===== src/include/dtmf_host_defs.vh =====
// Behaviour
// - Select line and read/write pick transmit write, receive read, control write, status read.
// - Receive code register holds the last validly decoded four-bit tone code, read only.
// - Transmit code register is write only and selects the generated tone pair.
// - Set bank select bit steers the next control write to the second register.
// - First control: b3 bank select, b2 interrupt enable, b1 progress mode, b0 tone enable.
// - Second control: b3 column/row, b2 single/dual, b1 test, b0 burst control.
// - Request pin signals validated receive, or transmitter ready in burst mode only.
// - Request pin is open drain: pulls low only, released otherwise.
// - Status b2 set by valid received data, cleared by a status read.
// - New-data interrupt is cleared by a status read.
// - Tone too short to validate leaves the receive code untouched; valid tone latches.
// - After validated tone end the receive code is kept until the next tone.
// - Dropout shorter than absence guard leaves data and steering state unchanged.
// - Delayed steering changes only after guard times; active low during valid signal.
// - All timing derives from a 3.579545 MHz reference; here only the tones do, guard and burst times count the 40 MHz clock.
// - Single-tone mode generates one tone from low or high group.
// - Tones land on 699.1, 766.2, 847.4, 948.0, 1215.9, 1331.7, 1471.9, 1645.0 Hz.
// - Tone enable bit at one enables tone output, burst or not.
// - Progress mode at one disables tone decoding; zero selects tone operation.
// - Interrupt enable plus tone mode pulls request pin low on its events.
// - Burst and pause last 51 ms, 102 ms in progress mode, then ready is set.
`ifndef DTMF_HOST_DEFS_VH
`define DTMF_HOST_DEFS_VH

// Register select values
`define SEL_DATA          1'b0
`define SEL_CONTROL       1'b1

// First control register fields
`define C1_TONE_EN        0
`define C1_PROGRESS       1
`define C1_IRQ_EN         2
`define C1_BANK_SEL       3

// Second control register fields
`define C2_BURST_N        0
`define C2_TEST           1
`define C2_SINGLE         2
`define C2_COLUMN         3

// Status register fields
`define ST_IRQ            0
`define ST_TX_READY       1
`define ST_RX_VALID       2
`define ST_STEER          3

// Reset values
`define CTRL_RESET        4'h0
`define CODE_RESET        4'h0

// Clock and reference rates
`define CLK_HZ            40000000
`define CLK_KHZ           40000
`define REF_HZ            3579545

// Times in ms and cycle counts derived from them
`define GUARD_PRESENT_MS  40
`define GUARD_ABSENT_MS   40
`define BURST_MS          51
`define GUARD_PRESENT_CYC (`GUARD_PRESENT_MS * `CLK_KHZ)
`define GUARD_ABSENT_CYC  (`GUARD_ABSENT_MS * `CLK_KHZ)
`define BURST_CYC         (`BURST_MS * `CLK_KHZ)

// Reference divider values per tone, 32 segments per tone period
`define DIV_L1            8'hA0
`define DIV_L2            8'h92
`define DIV_L3            8'h84
`define DIV_L4            8'h76
`define DIV_H1            8'h5C
`define DIV_H2            8'h54
`define DIV_H3            8'h4C
`define DIV_H4            8'h44

`endif


===== src/rtl/dtmf_transceiver_host_registers.v =====
`timescale 1ns/10ps
`include "dtmf_host_defs.vh"

module dtmf_transceiver_host_registers #(
   parameter [21:0] GUARD_PRESENT_CYC = `GUARD_PRESENT_CYC,
   parameter [21:0] GUARD_ABSENT_CYC  = `GUARD_ABSENT_CYC,
   parameter [21:0] BURST_CYC         = `BURST_CYC
) (
   // Clock, reset, enable
   input  wire       clk_i,
   input  wire       rstn_i,
   input  wire       ce_i,
   // Host bus
   input  wire       chip_select_n_i,
   input  wire       register_select_line_i,
   input  wire       read_write_i,
   input  wire       access_strobe_i,
   input  wire [3:0] data_i,
   output reg  [3:0] data_q_o,
   output wire       data_oe_n_o,
   // Receiver front end
   input  wire       tone_present_i,
   input  wire [3:0] decoded_code_i,
   input  wire       progress_square_i,
   output wire       early_detect_out_o,
   output wire       delayed_steer_n_o,
   output wire [3:0] received_code_bits_o,
   // Request pin, open drain
   output wire       request_or_progress_pin_o,
   output wire       request_or_progress_pin_oe_n_o,
   // Transmitter
   output wire       tone_output_enable_o,
   output reg        tone_low_on_o,
   output reg        tone_high_on_o,
   output reg  [4:0] tone_low_phase_o,
   output reg  [4:0] tone_high_phase_o
);

   // Transmit sequencer states, one-hot
   localparam [2:0] TX_IDLE  = 3'b001;
   localparam [2:0] TX_BURST = 3'b010;
   localparam [2:0] TX_PAUSE = 3'b100;

   localparam [25:0] REF_STEP = `REF_HZ;
   localparam [25:0] CLK_WRAP = `CLK_HZ;

   // Row index of a tone code
   function [1:0] row_of;
      input [3:0] code;
      begin
         case (code)
            4'h1, 4'h2, 4'h3, 4'hD: row_of = 2'h0;
            4'h4, 4'h5, 4'h6, 4'hE: row_of = 2'h1;
            4'h7, 4'h8, 4'h9, 4'hF: row_of = 2'h2;
            default:                row_of = 2'h3;
         endcase
      end
   endfunction

   // Column index of a tone code
   function [1:0] col_of;
      input [3:0] code;
      begin
         case (code)
            4'h1, 4'h4, 4'h7, 4'hB: col_of = 2'h0;
            4'h2, 4'h5, 4'h8, 4'hA: col_of = 2'h1;
            4'h3, 4'h6, 4'h9, 4'hC: col_of = 2'h2;
            default:                col_of = 2'h3;
         endcase
      end
   endfunction

   // Reference ticks per phase segment for a group and index
   function [7:0] seg_div;
      input       high;
      input [1:0] idx;
      begin
         case ({high, idx})
            3'h0:    seg_div = `DIV_L1;
            3'h1:    seg_div = `DIV_L2;
            3'h2:    seg_div = `DIV_L3;
            3'h3:    seg_div = `DIV_L4;
            3'h4:    seg_div = `DIV_H1;
            3'h5:    seg_div = `DIV_H2;
            3'h6:    seg_div = `DIV_H3;
            default: seg_div = `DIV_H4;
         endcase
      end
   endfunction

   reg  [3:0]  tx_code_q;
   reg  [3:0]  rx_code_q;
   reg  [3:0]  ctrl1_q;
   reg  [3:0]  ctrl2_q;
   reg         to_second_q;
   reg         rx_valid_q;
   reg         irq_q;
   reg         tx_ready_q;
   reg         steer_q;
   reg  [21:0] guard_cnt_q;
   reg  [2:0]  tx_state_q;
   reg  [21:0] burst_cnt_q;
   reg         tx_start_q;
   reg  [25:0] ref_acc_q;
   reg         ref_tick_q;
   reg  [7:0]  low_div_q;
   reg  [7:0]  high_div_q;

   // Bus decode, only while selected
   wire acc      = ce_i & ~chip_select_n_i & access_strobe_i;
   wire wr_tx    = acc & ~read_write_i & (register_select_line_i == `SEL_DATA);
   wire rd_rx    = acc &  read_write_i & (register_select_line_i == `SEL_DATA);
   wire wr_ctrl  = acc & ~read_write_i & (register_select_line_i == `SEL_CONTROL);
   wire rd_stat  = acc &  read_write_i & (register_select_line_i == `SEL_CONTROL);

   wire progress = ctrl1_q[`C1_PROGRESS];
   wire burst_on = ~ctrl2_q[`C2_BURST_N];
   wire [3:0] status = {steer_q, rx_valid_q, tx_ready_q, irq_q};

   // Data lines driven while a read is addressed
   assign data_oe_n_o = ~(~chip_select_n_i & read_write_i);

   // Register writes and control pointer
   always @(posedge clk_i or negedge rstn_i) begin
      if (!rstn_i) begin
         tx_code_q   <= `CODE_RESET;
         ctrl1_q     <= `CTRL_RESET;
         ctrl2_q     <= `CTRL_RESET;
         to_second_q <= 1'b0;
         tx_start_q  <= 1'b0;
      end else if (ce_i) begin
         tx_start_q <= wr_tx;
         if (wr_tx) begin
            tx_code_q <= data_i;
         end
         if (wr_ctrl) begin
            if (to_second_q) begin
               ctrl2_q     <= data_i;
               to_second_q <= 1'b0;
            end else begin
               ctrl1_q     <= data_i;
               to_second_q <= data_i[`C1_BANK_SEL];
            end
         end
      end
   end

   // Read data captured at the strobe edge
   always @(posedge clk_i or negedge rstn_i) begin
      if (!rstn_i) begin
         data_q_o <= 4'h0;
      end else if (ce_i) begin
         if (rd_rx) begin
            data_q_o <= rx_code_q;
         end else if (rd_stat) begin
            data_q_o <= status;
         end
      end
   end

   // Early detection is masked in progress mode, so no decoding happens there
   assign early_detect_out_o = tone_present_i & ~progress;

   // Guard timing: a presence or absence must persist a full guard time
   always @(posedge clk_i or negedge rstn_i) begin
      if (!rstn_i) begin
         steer_q     <= 1'b0;
         guard_cnt_q <= 22'h000000;
         rx_code_q   <= `CODE_RESET;
      end else if (ce_i) begin
         if (early_detect_out_o == steer_q) begin
            guard_cnt_q <= 22'h000000; // Short burst or dropout discarded
         end else if (!steer_q && guard_cnt_q >= GUARD_PRESENT_CYC - 22'h000001) begin
            steer_q     <= 1'b1;
            guard_cnt_q <= 22'h000000;
            rx_code_q   <= decoded_code_i;
         end else if (steer_q && guard_cnt_q >= GUARD_ABSENT_CYC - 22'h000001) begin
            steer_q     <= 1'b0; // Code kept until next tone
            guard_cnt_q <= 22'h000000;
         end else begin
            guard_cnt_q <= guard_cnt_q + 22'h000001;
         end
      end
   end

   wire rx_event = ce_i & ~steer_q & (early_detect_out_o != steer_q) &
                   (guard_cnt_q >= GUARD_PRESENT_CYC - 22'h000001);

   assign delayed_steer_n_o    = ~steer_q;
   assign received_code_bits_o = rx_code_q;

   // Burst sequencer; progress mode doubles both intervals
   wire [21:0] burst_len = progress ? {BURST_CYC[20:0], 1'b0} : BURST_CYC;
   wire        burst_end = burst_cnt_q >= burst_len - 22'h000001;
   wire        tx_event  = ce_i & tx_state_q[2] & burst_end;

   always @(posedge clk_i or negedge rstn_i) begin
      if (!rstn_i) begin
         tx_state_q  <= TX_IDLE;
         burst_cnt_q <= 22'h000000;
      end else if (ce_i) begin
         case (tx_state_q)
            TX_IDLE: begin
               burst_cnt_q <= 22'h000000;
               if (tx_start_q && burst_on) begin
                  tx_state_q <= TX_BURST;
               end
            end
            TX_BURST: begin
               if (burst_end) begin
                  burst_cnt_q <= 22'h000000;
                  tx_state_q  <= TX_PAUSE;
               end else begin
                  burst_cnt_q <= burst_cnt_q + 22'h000001;
               end
            end
            TX_PAUSE: begin
               if (burst_end) begin
                  burst_cnt_q <= 22'h000000;
                  tx_state_q  <= TX_IDLE;
               end else begin
                  burst_cnt_q <= burst_cnt_q + 22'h000001;
               end
            end
            default: begin
               tx_state_q  <= TX_IDLE;
               burst_cnt_q <= 22'h000000;
            end
         endcase
      end
   end

   // Sticky flags; a new event in the clearing read cycle wins
   always @(posedge clk_i or negedge rstn_i) begin
      if (!rstn_i) begin
         rx_valid_q <= 1'b0;
         irq_q      <= 1'b0;
         tx_ready_q <= 1'b0;
      end else if (ce_i) begin
         if (rx_event) begin
            rx_valid_q <= 1'b1;
         end else if (rd_stat) begin
            rx_valid_q <= 1'b0;
         end
         if (rx_event || (tx_event && burst_on)) begin
            irq_q <= 1'b1;
         end else if (rd_stat) begin
            irq_q <= 1'b0;
         end
         if (tx_event) begin
            tx_ready_q <= 1'b1;
         end else if (rd_stat) begin
            tx_ready_q <= 1'b0;
         end
      end
   end

   // Request pin: pulls low only, an external pull-up gives the high level
   reg pin_low;
   always @* begin
      pin_low = 1'b0;
      if (ctrl2_q[`C2_TEST] && !progress) begin
         pin_low = steer_q; // Presents delayed steering, inverted
      end else if (ctrl1_q[`C1_IRQ_EN]) begin
         if (progress) begin
            pin_low = ~progress_square_i;
         end else begin
            pin_low = (rx_valid_q & irq_q) | (tx_ready_q & irq_q & burst_on);
         end
      end
   end
   assign request_or_progress_pin_o      = 1'b0;
   assign request_or_progress_pin_oe_n_o = ~pin_low;

   // Tone enable and group gating
   assign tone_output_enable_o = ctrl1_q[`C1_TONE_EN];
   wire tone_run = tone_output_enable_o & (burst_on ? tx_state_q[1] : 1'b1);
   wire low_run  = tone_run & (~ctrl2_q[`C2_SINGLE] | ~ctrl2_q[`C2_COLUMN]);
   wire high_run = tone_run & (~ctrl2_q[`C2_SINGLE] |  ctrl2_q[`C2_COLUMN]);

   // Reference tick: fractional step from the system clock to 3.579545 MHz
   always @(posedge clk_i or negedge rstn_i) begin
      if (!rstn_i) begin
         ref_acc_q  <= 26'h0000000;
         ref_tick_q <= 1'b0;
      end else if (ce_i) begin
         if (ref_acc_q + REF_STEP >= CLK_WRAP) begin
            ref_acc_q  <= ref_acc_q + REF_STEP - CLK_WRAP;
            ref_tick_q <= 1'b1;
         end else begin
            ref_acc_q  <= ref_acc_q + REF_STEP;
            ref_tick_q <= 1'b0;
         end
      end
   end

   // Segment dividers and 32-step phase counters per group
   wire [7:0] low_div  = seg_div(1'b0, row_of(tx_code_q));
   wire [7:0] high_div = seg_div(1'b1, col_of(tx_code_q));

   always @(posedge clk_i or negedge rstn_i) begin
      if (!rstn_i) begin
         low_div_q         <= 8'h00;
         high_div_q        <= 8'h00;
         tone_low_phase_o  <= 5'h00;
         tone_high_phase_o <= 5'h00;
         tone_low_on_o     <= 1'b0;
         tone_high_on_o    <= 1'b0;
      end else if (ce_i) begin
         tone_low_on_o  <= low_run;
         tone_high_on_o <= high_run;
         if (!low_run) begin
            low_div_q        <= 8'h00;
            tone_low_phase_o <= 5'h00;
         end else if (ref_tick_q) begin
            if (low_div_q >= low_div - 8'h01) begin
               low_div_q        <= 8'h00;
               tone_low_phase_o <= tone_low_phase_o + 5'h01;
            end else begin
               low_div_q <= low_div_q + 8'h01;
            end
         end
         if (!high_run) begin
            high_div_q        <= 8'h00;
            tone_high_phase_o <= 5'h00;
         end else if (ref_tick_q) begin
            if (high_div_q >= high_div - 8'h01) begin
               high_div_q        <= 8'h00;
               tone_high_phase_o <= tone_high_phase_o + 5'h01;
            end else begin
               high_div_q <= high_div_q + 8'h01;
            end
         end
      end
   end

endmodule


===== config.mk =====
export PLATFORM = sky130hd
export DESIGN_NAME = dtmf_transceiver_host_registers
export DESIGN_NICKNAME = d
export VERILOG_FILES = /design/src/rtl/dtmf_transceiver_host_registers.v
export VERILOG_INCLUDE_DIRS = /design/src /design/src/include
export SDC_FILE = /design/constraint.sdc
export NUM_CORES = 1
export LEC_CHECK = 0
export CAP_MARGIN = 25
export CORE_ASPECT_RATIO = 1.25
export CORE_MARGIN = 4
export CORE_UTILIZATION = 45
export DETAILED_ROUTE_END_ITERATION = 10
export DONT_BUFFER_PORTS = 1
export GPL_ROUTABILITY_DRIVEN = 0
export PLACE_DENSITY = 0.61
export SLEW_MARGIN = 20
export SYNTH_ARGS = -nofsm -noshare
export SYNTH_HDL_FRONTEND = slang
export SYNTH_SLANG_ARGS = --single-unit

===== constraint.sdc =====
create_clock -name clk_i -period 3.8 [get_ports clk_i]
set_input_delay 0.76 -clock clk_i [delete_from_list [all_inputs] [get_ports clk_i]]
set_output_delay 0.76 -clock clk_i [all_outputs]
set_load 0.02 [all_outputs]

# == After elaboration in Yosys (flattened, before gate mapping) ==
# Memories as Yosys holds them, arrays and structs flattened.
# Index checks and enable logic that the tools add are counted.
# word_totals
ff_bits,127
word_cells,164
rom_bits,64
memories,2
input_bits,17
# classes
eq_ne,17
bitwise_logic,37
mux,39
n_reduce_logical,31
n_lt_le_gt_ge,5
n_addsub,11
# mem_list
memory,words,width,rd,rd_clocked_by_memory_dff,write_ports,line,source
(name not given),16,2,1,0,0,dtmf_transceiver_host_registers.v:64,case (code)
(name not given),16,2,1,0,0,dtmf_transceiver_host_registers.v:51,case (code)
# ops
op,count
two-way mux 22 bit,6
two-way mux 8 bit,6
adder 22 x 1 -> 22 bit (second input constant),2
case mux 8 bit (4 select lines),1
two-way mux 5 bit,6
adder 26 x 22 -> 26 bit (second input constant),1
>= comparator 26 bit (second input constant),1
two-way mux 26 bit,1
subtractor 26 bit (second input constant),1
>= comparator 22 x 21 -> 1 bit (second input constant),1
>= comparator 22 bit,1
subtractor 22 x 1 -> 22 bit (second input constant),1
bitwise AND 1 bit,21
AND reduction 3 bit,6
adder 8 x 1 -> 8 bit (second input constant),2
>= comparator 8 bit,2
AND reduction 2 bit,8
subtractor 8 x 1 -> 8 bit (second input constant),2
case mux 5 bit (3 select lines),1
inverter 1 bit,13
two-way mux 1 bit,12
adder 5 x 1 -> 5 bit (second input constant),2
inequality test 2 bit (second input constant),5
nonzero test 2 bit,5
other kinds (18),33

# == Longest topological paths before layout ==
# depth
ltp_word,8
depth_mapped,19
ltp_nobuf,18

# == Least setup slack after synthesis ==
# Ideal clock, no wire load.
# synth_path
path_kind,register to register
startpoint,register tx_code_q[0]
endpoint,register low_div_q[5]
arrival_ns,3.455
synth_period_minus_slack_ns,3.538
path_stages_with_launch,16
setup_ns,0.083
path_slack_ns,0.262
path_buffers,1
cell_sequence,dfrtp_1 inv_1 ha_1 mux4_2 ha_1 ha_1 a21o_1 a21o_1 a21o_1 a21o_1 a21o_1 a211o_1 clkbuf_1 nor2_1 nand4_1 o21ai_0
# synth_between
elab_chain_len,8
elab_cells_between_ends,11
classes_between,1 x add/sub; 1 x order compare; 3 x eq/ne; 4 x mux; 1 x reduce/logical; 1 x memory
# synth_lines
item,line,source
from (decl),dtmf_transceiver_host_registers.v:91,reg [3:0] tx_code_q;
from (signal assigned),dtmf_transceiver_host_registers.v:126,tx_code_q <= `CODE_RESET;
from (signal assigned),dtmf_transceiver_host_registers.v:134,tx_code_q <= data_i;
memory (16 x 2 bit) *,--,
"equality test 2 bit, or another cell as far along",dtmf_transceiver_host_registers.v:78,"case ({high, idx})"
case mux 8 bit (4 select lines) *,dtmf_transceiver_host_registers.v:78,
subtractor 8 x 1 -> 8 bit *,dtmf_transceiver_host_registers.v:316,if (low_div_q >= low_div - 8'h01) begin
>= comparator 8 bit *,dtmf_transceiver_host_registers.v:316,
two-way mux 8 bit *,dtmf_transceiver_host_registers.v:316,
two-way mux 8 bit *,dtmf_transceiver_host_registers.v:315,end else if (ref_tick_q) begin
two-way mux 8 bit *,dtmf_transceiver_host_registers.v:312,if (!low_run) begin
to (signal assigned),dtmf_transceiver_host_registers.v:320,low_div_q <= low_div_q + 8'h01;
to (decl),dtmf_transceiver_host_registers.v:106,reg [7:0] low_div_q;
# Mark *: on every way between the ends. The rest lies on a longest branch, timed or not. The select of a mux whose other input is x is not followed.
# A chain may end at the register's enable or synchronous reset.

# == Final worst setup path ==
# layout_path
startpoint,register ref_acc_q[3]
endpoint,register ref_acc_q[23]
# layout_between
elab_chain_len,3
elab_cells_between_ends,4
classes_between,2 x add/sub; 1 x order compare; 1 x mux
# layout_lines
item,line,source
from (decl),dtmf_transceiver_host_registers.v:104,reg [25:0] ref_acc_q;
from (signal assigned),dtmf_transceiver_host_registers.v:288,ref_acc_q <= ref_acc_q + REF_STEP - CLK_WRAP;
from (signal assigned),dtmf_transceiver_host_registers.v:291,ref_acc_q <= ref_acc_q + REF_STEP;
adder 26 x 22 -> 26 bit *,"dtmf_transceiver_host_registers.v:287, dtmf_transceiver_host_registers.v:288, dtmf_transceiver_host_registers.v:291",
subtractor 26 bit / >= comparator 26 bit (equally long branches),"dtmf_transceiver_host_registers.v:288, dtmf_transceiver_host_registers.v:287",
two-way mux 26 bit *,dtmf_transceiver_host_registers.v:287,if (ref_acc_q + REF_STEP >= CLK_WRAP) begin
# Mark *: on every way between the ends. The rest lies on a longest branch, timed or not.

==> results.json <==
{
  "die_x_um": 126,
  "p_int_mw": 3.55,
  "dr_total_vias": 6480,
  "via_per_inst": 5.93,
  "drt_first_iter_violations": 398,
  "grt_max_degree": 128,
  "numCtsBuffers": 17,
  "yosys-top-cells-area": "dfrtp_1 40%, o21ai_0 5.4%, ha_1 5.3%, nand2_1 4.6%, xnor2_1 3.3%",
  "cts_root_buf": "clkbuf_16",
  "dp_hpwl_mm": 12.4,
  "cp_num_buf_inv": 1,
  "p_sw_frac": 0.389,
  "avgSynthCellArea_um2": 9.11,
  "syn-instance-count": 857,
  "slowest_stage": "or4_4",
  "finalSetupTns_ns": 0,
  "drtPass1Iterations": 5,
  "antenna_found_initial": 0,
  "ys_seq_area_frac": 0.407,
  "synth_top_cell_area_share": 0.404,
  "startpoint_type": "register",
  "clk_latency_ns": 0.42,
  "p_seq_frac": 0.333,
  "grt_overflow": 0,
  "r2r_start": "ref_acc_q[3]",
  "drive_gt1_frac": 0.127,
  "synth-edff-count": 0,
  "critPathKind": "reg2reg",
  "max_freq_mhz": 275,
  "cp.required_ns": 4.14,
  "syn_to_final_growth_pct": 11.5,
  "n_antenna_cell": 0,
  "power_switching_mw": 2.26,
  "grt_pass1_wl_mm": 30.5,
  "drtAntennaViolNets": 0,
  "crit_path_end_kind": "register",
  "ys_async_sr_fraction": 1.00,
  "hp-class": "in2async",
  "synth_cell_types": 79,
  "r2r_end": "ref_acc_q[23]",
  "ir_worst_vdd_uv": 381,
  "fillers": 1585,
  "yosys.area.top_type": "dfrtp_1",
  "finalCritPeriodShare": 0.958,
  "cts.sinks": 127,
  "synthesis.nets": 907,
  "grt_pass1_vias": 6581,
  "rrSetupSlack_ns": 0.16,
  "p_comb_frac": 0.376,
  "critPathMaxStageDelay_ns": 0.56,
  "coreArea_um2": 16900,
  "drt-total-wl_mm": 17.8,
  "maxCapViolCount": 0,
  "cts_tree": "built",
  "slew_viol_final": 0,
  "slew_headroom": 0.454,
  "cts_hold_buf": 0,
  "dieArea_um2": 19500,
  "leakagePower_nw": 3.87,
  "status": "completed",
  "finalCriticalPeriod_ns": 3.64,
  "rr_worst_depth": 11,
  "p_per_area_nw_per_um2": 667,
  "portBuffers": 0,
  "ios": 43,
  "clockPowerShare": 0.290,
  "fin_nets": 909,
  "path_cells": "or2_4 > or4_4 > a31oi_1 > o2111ai_1 > or4b_4 > o211ai_2 > a22oi_2 > buf_4 > a211oi_1 > o21ai_0 > a21boi_0",
  "die_y_um": 155,
  "initial_core_util": 0.462,
  "crit_fanout": 7,
  "cts-htree-levels": 4,
  "cts_max_path_buffers": 2,
  "synth_top_flop_cell": "dfrtp_1",
  "crit_arrival_ns": 3.98,
  "critPathTopFamily": "compound AO/OA/AOI/OAI gates",
  "row_count": 53,
  "yosys_register_bits": 127,
  "track_usage": 0.186,
  "hold_slack_ns": 0.0394,
  "finClkSkew_ns": 0.0130,
  "setup_viol": 0,
  "worstMarginPinSlew_ns": 0.813,
  "clk_pin_slew_worst_paths_ns": 0.06,
  "yosys_warnings": 0,
  "synthesis.area_um2": 7810,
  "wire_per_inst_um": 16.3,
  "drc": 0,
  "finalHoldViolations": 0
}
sequential cells by signal, indices dropped and copies added (netlist names), 3 cells and up:
signal and count:
tx_code_q 4, tx_state_q 3, low_div_q 8, tone_high_phase_o 5, ctrl1_q 3, burst_cnt_q 22, high_div_q 8, tone_low_phase_o 5
data_q_o 4, received_code_bits_o 4, guard_cnt_q 22, ctrl2_q 4, ref_acc_q 26
placed cells by master (no fill, tap or decap), types with 8 or more instances in the layout:
| master | instances |
|---|---|
| nor3_1 | 16 |
| xor2_1 | 22 |
| ha_1 | 33 |
| nand4_1 | 14 |
| xnor2_1 | 29 |
| clkbuf_16 | 17 |
| nand2_1 | 94 |
| nand3_1 | 29 |
| nand2b_1 | 18 |
| inv_1 | 25 |
| mux2_2 | 22 |
| o21ai_0 | 85 |
| and3_1 | 26 |
| mux2i_1 | 10 |
| nor2_1 | 65 |
| o31ai_1 | 10 |
| a31oi_1 | 13 |
| and2_1 | 8 |
| a21oi_1 | 33 |
| buf_4 | 19 |
| a21o_1 | 18 |
| dfrtp_1 | 124 |
metal layers:
metal,GRT usage,share of wire,up-vias
li1,-,-,3110
met1,0.213,0.42,3193
met2,0.332,0.52,148
met3,0.0481,0.044,29
met4,0.0741,0.021,0
met5,0,0,-
cell usage after synthesis (18+ instances only):
cell and instances:
nand2_1 95, and3_1 26, mux2_2 22, nand2b_1 18, nand3_1 29, o21ai_0 85
clkbuf_1 24, a21oi_1 33, inv_1 25, xnor2_1 29, dfrtp_1 126, a21o_1 18
xor2_1 22, nor2_1 66, ha_1 33
worst max-delay path by stage:
| stage | start | endpoint | slack, ns | cells after the start |
|---|---|---|---|---|
| 6_report | ref_acc_q[3] | ref_acc_q[23] | 0.16 | 11 |
| 5_1_grt | ref_acc_q[0] | ref_acc_q[12] | -0.004 | 13 |
| 4_1_cts | tx_code_q[0] | low_div_q[3] | 0.008 | 14 |
| 3_5_place_dp | tx_code_q[0] | low_div_q[5] | 0.01 | 14 |
| 3_3_place_gp | tx_code_q[0] | low_div_q[5] | 0.18 | 14 |
| 2_1_floorplan | tx_code_q[0] | low_div_q[5] | 0.26 | 15 |
power by group through the flow:
stage	clock network, mW	registers [mW]	logic, mW
final	1.69	1.94	2.19
after global routing	1.79	1.98	2.44
after CTS	1.72	1.92	2.11
after detailed placement	0	1.94	2.10
after global placement	0	1.92	2.04
after floorplan	0	1.76	1.82
worst register-to-register path, cell delays in order (launching register included):
cell	delay [ns]
dfrtp_2	0.46
or2_4	0.30
or4_4	0.56
a31oi_1	0.33
o2111ai_1	0.23
or4b_4	0.53
o211ai_2	0.21
a22oi_2	0.14
buf_4	0.17
a211oi_1	0.33
o21ai_0	0.12
a21boi_0	0.18
repair_timing:
action / CTS / global route
setup buffers: 0 / 2
hold endpoints to repair: 0 / 0
resized for setup: 0 / 14
setup endpoints to repair: 0 / 10
kinds of logic after synthesis:
group,count (synthesis),synth area share
AOI/OAI and AO/OA,233,0.196
other,1,0.000480
xor gates and xnor gates,51,0.0572
buffers and inverters,62,0.0357
adders and majority gates,33,0.0529
DFF,127,0.407
and+or+nand+nor,317,0.203
muxes,33,0.0474
final cells by class:
| cell class | instances | area, um2 | share of cell area |
|---|---|---|---|
| Multi-Input combinational cell | 668 | 4410 | 0.506 |
| Clock inverter | 14 | 168 | 0.0193 |
| Inverter | 26 | 97.6 | 0.0112 |
| Sequential cell | 127 | 3180 | 0.365 |
| Tap cell | 220 | 275 | 0.0316 |
| Clock buffer | 18 | 439 | 0.0504 |
| Timing Repair Buffer | 19 | 143 | 0.0164 |
through the flow:
| stage | setup WS, ns | instance area (um2) | std cells | utilization | power (mW) |
|---|---|---|---|---|---|
| 6_report | 0.161 | 8710 | 1092 | 0.515 | 5.81 |
| 5_1_grt | -0.00365 | 8710 | 1092 | 0.515 | 6.20 |
| 4_1_cts | 0.00768 | 8640 | 1090 | 0.511 | 5.75 |
| 3_5_place_dp | 0.0124 | 8030 | 1058 | 0.475 | 4.04 |
| 3_3_place_gp | 0.183 | 8030 | 1058 | 0.475 | 3.96 |
| 2_1_floorplan | 0.262 | 7810 | 857 | - | 3.59 |
Power figures use the tool's default switching activity.
